## src/design/dtm_pkg.sv

```systemverilog
// Constants and types for the drive terminal mode decoder
// Contract
// Line a open disables control, coast stop
// Two-wire: b alone runs forward
// Two-wire: c alone runs reverse
// Two-wire: b and c together reset fault
// Three-wire: momentary b/c starts, latches run
// Three-wire: momentary d opening stops run
// Three-wire: b and c together reset fault
// Line e picks terminal or keypad commands
// Keep speed and direction across switchover
// Line g open selects preset speed 1
// G closed, h open selects preset 2
// F open, g h closed: keypad speed
// All closed: command source, or analog 1
// Process: b/c enable forward/reverse independently
// Process: b and c open stops
// Process: line d picks parameter table
// Process: line e picks group/torque mode
// Torque-mode stop drives zero current
// Process: line f enables PID, else clears
// Process: jog only in enabled direction
// Process: line h closed resets fault
// Line i open raises external trip
// Synchronise and debounce every input; code filters only opto_line_in, other inputs used directly
package dtm_pkg;
  // Operating modes
  typedef enum logic [1:0] {
    DTM_MODE_FP2  = 2'h0,
    DTM_MODE_FP3  = 2'h1,
    DTM_MODE_PROC = 2'h3
  } dtm_mode_t;

  // Speed command source selection
  typedef enum logic [2:0] {
    DTM_SPD_PRESET1 = 3'h0,
    DTM_SPD_PRESET2 = 3'h1,
    DTM_SPD_KEYPAD  = 3'h2,
    DTM_SPD_CMDSRC  = 3'h3,
    DTM_SPD_ANALOG1 = 3'h4
  } dtm_spd_t;

  // Motion state of the three-wire latch and run output
  typedef enum logic [1:0] {
    DTM_ST_IDLE = 2'h0,
    DTM_ST_FWD  = 2'h1,
    DTM_ST_REV  = 2'h3
  } dtm_state_t;

  localparam int unsigned DTM_NUM_LINES = 9;
  localparam int unsigned DTM_LINE_A    = 0;
  localparam int unsigned DTM_LINE_B    = 1;
  localparam int unsigned DTM_LINE_C    = 2;
  localparam int unsigned DTM_LINE_D    = 3;
  localparam int unsigned DTM_LINE_E    = 4;
  localparam int unsigned DTM_LINE_F    = 5;
  localparam int unsigned DTM_LINE_G    = 6;
  localparam int unsigned DTM_LINE_H    = 7;
  localparam int unsigned DTM_LINE_I    = 8;

  // Contact bounce settling time and its cycle count at 100 MHz
  localparam int unsigned DTM_CLK_MHZ      = 100;
  localparam int unsigned DTM_DEBOUNCE_US  = 20;
  localparam int unsigned DTM_DEBOUNCE_CYC = DTM_DEBOUNCE_US * DTM_CLK_MHZ;
  localparam int unsigned DTM_DB_W         = 12;
  localparam logic [DTM_DB_W-1:0] DTM_DB_MAX = DTM_DB_W'(DTM_DEBOUNCE_CYC - 1);

  // Reset value of the filtered lines: all open
  localparam logic [DTM_NUM_LINES-1:0] DTM_LINES_RST = 9'h000;
endpackage : dtm_pkg

```

## src/design/dtm_decoder.sv

```systemverilog
// Terminal input decoder for fan/pump and process control modes
`timescale 1ns/1ps
module dtm_decoder (
  // Clock, reset, enable
  input  wire logic                            core_clk_in,
  input  wire logic                            rst_b_in,
  input  wire logic                            clk_en_in,
  // Isolated terminal lines, high means closed
  input  wire logic [dtm_pkg::DTM_NUM_LINES-1:0] opto_line_in,
  // Configuration
  input  wire dtm_pkg::dtm_mode_t              operating_mode_setting_in,
  input  wire logic                            cmdsrc_is_analog1_in,
  input  wire logic                            ext_trip_enable_in,
  input  wire logic                            vector_control_in,
  // Keypad commands
  input  wire logic                            key_start_fwd_in,
  input  wire logic                            key_start_rev_in,
  input  wire logic                            key_stop_in,
  input  wire logic                            key_reset_in,
  // Demand from the speed source
  input  wire logic                            cmd_dir_rev_in,
  input  wire logic                            cmd_nonzero_in,
  // Decoded commands
  output logic                                 control_enable_out,
  output logic                                 run_fwd_out,
  output logic                                 run_rev_out,
  output logic                                 coast_stop_out,
  output logic                                 decel_stop_out,
  output logic                                 zero_current_stop_out,
  output logic                                 fault_reset_out,
  output logic                                 ext_trip_out,
  output dtm_pkg::dtm_spd_t                    speed_sel_out,
  output logic                                 keypad_cmd_out,
  output logic                                 param_table2_out,
  output logic                                 accel_group2_out,
  output logic                                 torque_mode_out,
  output logic                                 pid_enable_out,
  output logic                                 pid_int_clear_out,
  output logic                                 jog_out
);
  import dtm_pkg::*;

  logic [DTM_NUM_LINES-1:0] sync1_r;
  logic [DTM_NUM_LINES-1:0] sync2_r;
  logic [DTM_NUM_LINES-1:0] line_r;
  logic [DTM_NUM_LINES-1:0] line_prev_r;
  dtm_state_t               state_r;
  dtm_state_t               state_nxt;
  logic                     stop_r;

  // two-flop synchroniser
  always_ff @(posedge core_clk_in) begin
    if (!rst_b_in) begin
      sync1_r <= DTM_LINES_RST;
      sync2_r <= DTM_LINES_RST;
    end else if (clk_en_in) begin
      sync1_r <= opto_line_in;
      sync2_r <= sync1_r;
    end
  end

  // per-line debounce filter
  genvar gi;
  generate
    for (gi = 0; gi < DTM_NUM_LINES; gi++) begin : g_db
      logic [DTM_DB_W-1:0] cnt_r;
      logic                lvl_r;
      assign line_r[gi] = lvl_r;
      always_ff @(posedge core_clk_in) begin
        if (!rst_b_in) begin
          cnt_r <= '0;
          lvl_r <= DTM_LINES_RST[gi];
        end else if (clk_en_in) begin
          if (sync2_r[gi] == lvl_r) begin
            cnt_r <= '0;
          end else if (cnt_r == DTM_DB_MAX) begin
            cnt_r <= '0;
            lvl_r <= sync2_r[gi];
          end else begin
            cnt_r <= cnt_r + 1'b1;
          end
        end
      end
    end
  endgenerate

  always_ff @(posedge core_clk_in) begin
    if (!rst_b_in) begin
      line_prev_r <= DTM_LINES_RST;
    end else if (clk_en_in) begin
      line_prev_r <= line_r;
    end
  end

  wire la = line_r[DTM_LINE_A];
  wire lb = line_r[DTM_LINE_B];
  wire lc = line_r[DTM_LINE_C];
  wire ld = line_r[DTM_LINE_D];
  wire le = line_r[DTM_LINE_E];
  wire lf = line_r[DTM_LINE_F];
  wire lg = line_r[DTM_LINE_G];
  wire lh = line_r[DTM_LINE_H];
  wire li = line_r[DTM_LINE_I];
  wire b_rise = lb & ~line_prev_r[DTM_LINE_B];
  wire c_rise = lc & ~line_prev_r[DTM_LINE_C];
  wire d_fall = ~ld & line_prev_r[DTM_LINE_D];

  wire is_fp   = (operating_mode_setting_in != DTM_MODE_PROC);
  wire is_fp3  = (operating_mode_setting_in == DTM_MODE_FP3);
  wire is_proc = (operating_mode_setting_in == DTM_MODE_PROC);
  // terminal or keypad command source
  wire term_cmd = le;
  wire both_bc  = lb & lc;

  // Fan/pump speed table; used only in fan/pump modes
  function automatic dtm_spd_t fp_speed(input logic f, input logic g, input logic h,
                                        input logic d, input logic two_wire, input logic src_an1);
    // preset 1 when g open
    if (!g) begin
      fp_speed = DTM_SPD_PRESET1;
    // preset 2 when h open
    end else if (!h) begin
      fp_speed = DTM_SPD_PRESET2;
    // keypad speed when f open
    end else if (!f) begin
      fp_speed = DTM_SPD_KEYPAD;
    // analog 1 override in two-wire
    end else if ((two_wire && d) || src_an1) begin
      fp_speed = DTM_SPD_ANALOG1;
    end else begin
      fp_speed = DTM_SPD_CMDSRC;
    end
  endfunction : fp_speed

  // Torque mode: process control, vector control, line e closed
  function automatic logic torque_sel(input logic proc, input logic vec, input logic e);
    torque_sel = proc && vec && e;
  endfunction : torque_sel

  // Motion state next value
  always_comb begin
    state_nxt = state_r;
    if (is_proc) begin
      // independent direction enables
      if (cmd_dir_rev_in) begin
        state_nxt = lc ? DTM_ST_REV : DTM_ST_IDLE;
      end else begin
        state_nxt = lb ? DTM_ST_FWD : DTM_ST_IDLE;
      end
      // both enables open stops
      if (!lb && !lc) begin
        state_nxt = DTM_ST_IDLE;
      end
      // fault reset blocks running
      if (lh) begin
        state_nxt = DTM_ST_IDLE;
      end
    end else if (term_cmd) begin
      if (!is_fp3) begin
        // two-wire levels
        case ({lb, lc})
          2'b10:   state_nxt = DTM_ST_FWD;
          2'b01:   state_nxt = DTM_ST_REV;
          default: state_nxt = DTM_ST_IDLE;
        endcase
      end else begin
        // momentary start latches
        if (both_bc) begin
          state_nxt = state_r;
        end else if (b_rise) begin
          state_nxt = DTM_ST_FWD;
        end else if (c_rise) begin
          state_nxt = DTM_ST_REV;
        end
        // momentary opening stops
        if (d_fall || !ld) begin
          state_nxt = DTM_ST_IDLE;
        end
      end
    end else begin
      // keypad keeps present motion until keyed
      if (key_stop_in) begin
        state_nxt = DTM_ST_IDLE;
      end else if (key_start_fwd_in) begin
        state_nxt = DTM_ST_FWD;
      end else if (key_start_rev_in) begin
        state_nxt = DTM_ST_REV;
      end
    end
    // control disabled clears motion
    if (!la) begin
      state_nxt = DTM_ST_IDLE;
    end
  end

  always_ff @(posedge core_clk_in) begin
    if (!rst_b_in) begin
      state_r <= DTM_ST_IDLE;
    end else if (clk_en_in) begin
      state_r <= state_nxt;
    end
  end

  always_ff @(posedge core_clk_in) begin
    if (!rst_b_in) begin
      stop_r <= 1'b0;
    end else if (clk_en_in) begin
      // run end or reversal decels
      stop_r <= (state_nxt != state_r) && (state_r != DTM_ST_IDLE) && la;
    end
  end

  // Registered enable, coast and run outputs
  always_ff @(posedge core_clk_in) begin
    if (!rst_b_in) begin
      control_enable_out <= 1'b0;
      coast_stop_out     <= 1'b1;
      run_fwd_out        <= 1'b0;
      run_rev_out        <= 1'b0;
    end else if (clk_en_in) begin
      // enable and coast
      control_enable_out <= la;
      coast_stop_out     <= ~la;
      run_fwd_out        <= (state_nxt == DTM_ST_FWD);
      run_rev_out        <= (state_nxt == DTM_ST_REV);
    end
  end

  // Stop pulse, split by speed or torque mode
  always_ff @(posedge core_clk_in) begin
    if (!rst_b_in) begin
      decel_stop_out        <= 1'b0;
      zero_current_stop_out <= 1'b0;
    end else if (clk_en_in) begin
      // torque-mode stop is zero current
      decel_stop_out        <= stop_r && !torque_sel(is_proc, vector_control_in, le);
      zero_current_stop_out <= stop_r && torque_sel(is_proc, vector_control_in, le);
    end
  end

  // Fault reset and external trip
  always_ff @(posedge core_clk_in) begin
    if (!rst_b_in) begin
      fault_reset_out <= 1'b0;
      ext_trip_out    <= 1'b0;
    end else if (clk_en_in) begin
      // fault reset decode
      if (is_proc) begin
        fault_reset_out <= lh;
      end else if (term_cmd) begin
        fault_reset_out <= both_bc;
      end else begin
        fault_reset_out <= key_reset_in;
      end
      // external trip when enabled
      ext_trip_out <= ext_trip_enable_in & ~li;
    end
  end

  // Jog request
  always_ff @(posedge core_clk_in) begin
    if (!rst_b_in) begin
      jog_out <= 1'b0;
    end else if (clk_en_in) begin
      // jog only in enabled direction
      jog_out <= is_proc && lg && (cmd_dir_rev_in ? lc : lb) && la;
    end
  end

  // Speed source and command source outputs
  always_ff @(posedge core_clk_in) begin
    if (!rst_b_in) begin
      speed_sel_out  <= DTM_SPD_PRESET1;
      keypad_cmd_out <= 1'b1;
    end else if (clk_en_in) begin
      speed_sel_out  <= is_proc ? DTM_SPD_CMDSRC : fp_speed(lf, lg, lh, ld, !is_fp3, cmdsrc_is_analog1_in);
      keypad_cmd_out <= is_fp && !term_cmd;
    end
  end

  // Process control selections
  always_ff @(posedge core_clk_in) begin
    if (!rst_b_in) begin
      param_table2_out  <= 1'b0;
      accel_group2_out  <= 1'b0;
      torque_mode_out   <= 1'b0;
      pid_enable_out    <= 1'b0;
      pid_int_clear_out <= 1'b1;
    end else if (clk_en_in) begin
      // parameter table select
      param_table2_out  <= is_proc && ld;
      // group or torque mode
      accel_group2_out  <= is_proc && le && !vector_control_in;
      torque_mode_out   <= torque_sel(is_proc, vector_control_in, le);
      // PID enable and integrator clear
      pid_enable_out    <= is_proc && lf;
      pid_int_clear_out <= !(is_proc && lf);
    end
  end
endmodule : dtm_decoder

```

## config.mk

```make
export PLATFORM = sky130hd
export DESIGN_NAME = dtm_decoder
export DESIGN_NICKNAME = d
export VERILOG_FILES = /design/src/design/dtm_pkg.sv /design/src/design/dtm_decoder.sv
export SDC_FILE = /design/constraint.sdc
export NUM_CORES = 1
export LEC_CHECK = 0
export ABC_CLOCK_PERIOD_IN_PS = 5500
export BUFFER_PORTS_ARGS = -buffer_cell sky130_fd_sc_hd__buf_2
export CAP_MARGIN = 0
export CORE_AREA = 2 2 115 117
export DETAILED_ROUTE_END_ITERATION = 8
export DIE_AREA = 0 0 117 119
export GPL_TIMING_DRIVEN = 0
export MAX_ROUTING_LAYER = met4
export PLACE_DENSITY = 0.83
export SETUP_SLACK_MARGIN = 0.02
export SYNTH_ARGS = -nofsm -noshare
export SYNTH_HDL_FRONTEND = slang
export SYNTH_SLANG_ARGS = --single-unit
```

## constraint.sdc

```tcl
create_clock -name core_clk_in -period 5.5 [get_ports core_clk_in]
set_input_delay 0.275 -clock core_clk_in [delete_from_list [all_inputs] [get_ports core_clk_in]]
set_output_delay 0.275 -clock core_clk_in [all_outputs]
set_load 0.01 [all_outputs]
```

==> impl_metrics.toml <==
[outcome]
status = "complete, no violations"

[worst_setup_path]
start_kind = "flip-flop"
path_class = "reg -> reg"
path_max_fanout = 10
cp.arrival_ns = 2.61
endpoint_kind = "flip-flop"
crit_required_ns = 5.83

[floorplanning]
die_w_um = 117
coreArea_um2 = 12870
ios = 41
fp.dieH_um = 119
rows = 42
fp.dieArea_um2 = 13920
initial_core_util_pct = 62.76

[synth]
synth_top_area_share_pct = 39.15
async_flop_share_pct = 0
syn_nets = 981
synthCells = 946
synth_top_flop_cell = "dfxtp_1"
yosysWarnings = 0
synthDistinctLibCells = 72
synth.yosys.seq_area_share_pct = 39.15
ys_ff_latch = 158
synth_top_area_cell = "dfxtp_1"
synth_edf_count = 0
synth.area.top_cells = "dfxtp_1 (39%), nor2_1 (4.4%), mux2i_1 (4.0%)"
synth.avg_cell_area_um2 = 8.541
yosys.cell_count.top_type = "dfxtp_1"
netlist_area_um2 = 8080
ys_top_cells_by_count = "dfxtp_1 (158), nor2_1 (94), nand2_1 (85)"

[final_layout]
final_net_count = 1037
antennaDiodeCount = 0
final_util_pct = 70.42
seqCellArea_um2 = 3163
fin_cells = 1191
multi_input_area_um2 = 4494
fill_cells = 997
final_layout_size_suffix_gt1_share_pct = 13.40
area_delta_synth_final_pct = 12.20

[clock_network]
cts.clk_slew.worst_paths_ns = 0.07
clock_sinks = 158
cts_resized = 0
postCtsSetupBuffers = 0
cts_buffers = 17
worst_skew_pair.late_latency_ns = 0.44
clock-root-buffer = "clkbuf_16"
htreeDepth = 4
postCtsHoldBufs = 0
tritoncts = "yes"
clockBufferDepth = 2

[placed_design]
finalWeightedCongestion = 0.9361
dp_hpwl_um = 13970
io_buffer_count = 37
place_inst = 1159

[sta]
min_period_ns = 2.280
slew_headroom_pct = 46.58
worst_pin_slew_ns = 0.8013
finalSetupViolCount = 0
rsz0062_at_grt = "false"
fin_skew_ns = 0.01042
fmax_mhz = 438.7
hold_viol = 0
period_share_pct = 41.45
setup_tns_ns = 0
slew_viol_final = 0

[min_path]
hp-class = "in -> reg"

[detailed_routing]
via_per_inst = 6.420
drc = 0
wl_per_cell_um = 17.62
finalWirelength_um = 20980
dr.pass1.iters = 5
vias = 7646
ant_nets = 0
drt_iter0_drc = 725

[grt]
met1_usage_pct = 39.15
grt_pass1_wl_um = 33990
grt_busiest_layer = "met2"
grt_max_degree = 17
antenna_found_initial = 0
overflow = 0
grt_use_met2_pct = 50.83
grt_pass1_vias = 6956
grt_usage_pct = 31.72
grt_util_met3_pct = 6.667

[flow_run]
cap_violations = 0

[power_and_ir_drop]
power_leakage_nw = 3.628
peakVddDrop_mv = 0.2105
p_per_area_nw_per_um2 = 270.7
## path summary, 6_finish.rpt
check              startpoint  slack (ns)  cells past startpoint               end
max          g_db[3].cnt_r[0]        3.22                      7  g_db[3].cnt_r[7]
min           opto_line_in[1]        0.07                      3        sync1_r[1]
max reg2reg  g_db[3].cnt_r[0]        3.22                      7  g_db[3].cnt_r[7]
min reg2reg      ext_trip_out        0.46                      2      ext_trip_out
## through the flow
step	worst slack [ns]	power [mW]	cell area [um^2]	hold WS, ns
final	3.220	2.454	9066	0.06854
after CTS	3.231	2.461	9066	0.06874
after detailed placement	3.110	1.312	8486	0.4525
after global routing	3.056	2.518	9066	0.09840
after floorplan	3.716	1.262	8080	0.4222
after global placement	3.138	1.310	8486	0.4469
## critical path, cell delays in order (launching register included)
cell	delay (ns)
dfxtp_1	0.36
ha_1	0.21
and3_1	0.28
nand4_1	0.31
nand3_1	0.42
buf_2	0.29
nor3_1	0.08
a31o_2	0.22
## cells in the final DEF (no fill, tap or decap), drive strengths merged, types with 11 or more instances in the layout
cell type / n
and4: 11
buf: 64
o221a: 13
a31oi: 28
o211a: 30
and3: 44
nor3: 43
mux2i: 32
clkbuf: 51
a21oi: 60
o21ai: 46
nand2: 85
nand3: 32
ha: 12
o211ai: 26
inv: 22
dfxtp: 158
or3: 11
and2: 12
nor2: 95
## report_power, final
group / total [mW] / internal (mW) / switching (mW)
registers: 1.16 / 1.15 / 0.00698
logic: 0.129 / 0.0384 / 0.0906
clock network: 1.16 / 0.655 / 0.509
total: 2.45 / 1.85 / 0.607
## state kept, by name (all words and copies together), names as in the netlist
signal,count
g_db.lvl_r,9
state_r,2
sync1_r,9
zero_current_stop_out,1
coast_stop_out,1
torque_mode_out,1
run_fwd_out,1
run_rev_out,1
sync2_r,9
fault_reset_out,1
param_table2_out,1
jog_out,1
pid_enable_out,1
pid_int_clear_out,1
accel_group2_out,1
line_prev_r,3
decel_stop_out,1
ext_trip_out,1
stop_r,1
g_db.cnt_r,108
speed_sel_out,3
keypad_cmd_out,1
## layout make-up
cell class	instances	share of cell area, %
multi-input combinational	711	49.57
sequential	158	34.89
clock buffer	19	4.996
buffer	59	3.919
tap	176	2.429
timing repair buffer	37	2.043
clock inverter	13	1.408
inverter	18	0.7452
## logic make-up (layout without fill, tap and decap cells)
family / Yosys count / count (layout) / synth area share, %
simple gates: 402 / 402 / 25.83
flops: 158 / 158 / 39.15
xor+xnor: 9 / 9 / 0.9756
buf+inv: 77 / 146 / 5.234
fa+ha+maj: 12 / 12 / 1.858
compound gates: 252 / 252 / 22.44
mux: 36 / 36 / 4.522
## per-layer routing
layer | wire, um | up-vias
met5 | 0 | -
li1 | - | 3628
met3 | 1419 | 51
met4 | 536 | 0
met2 | 9958 | 296
met1 | 9067 | 3671
(Power assumes the default switching activity.)
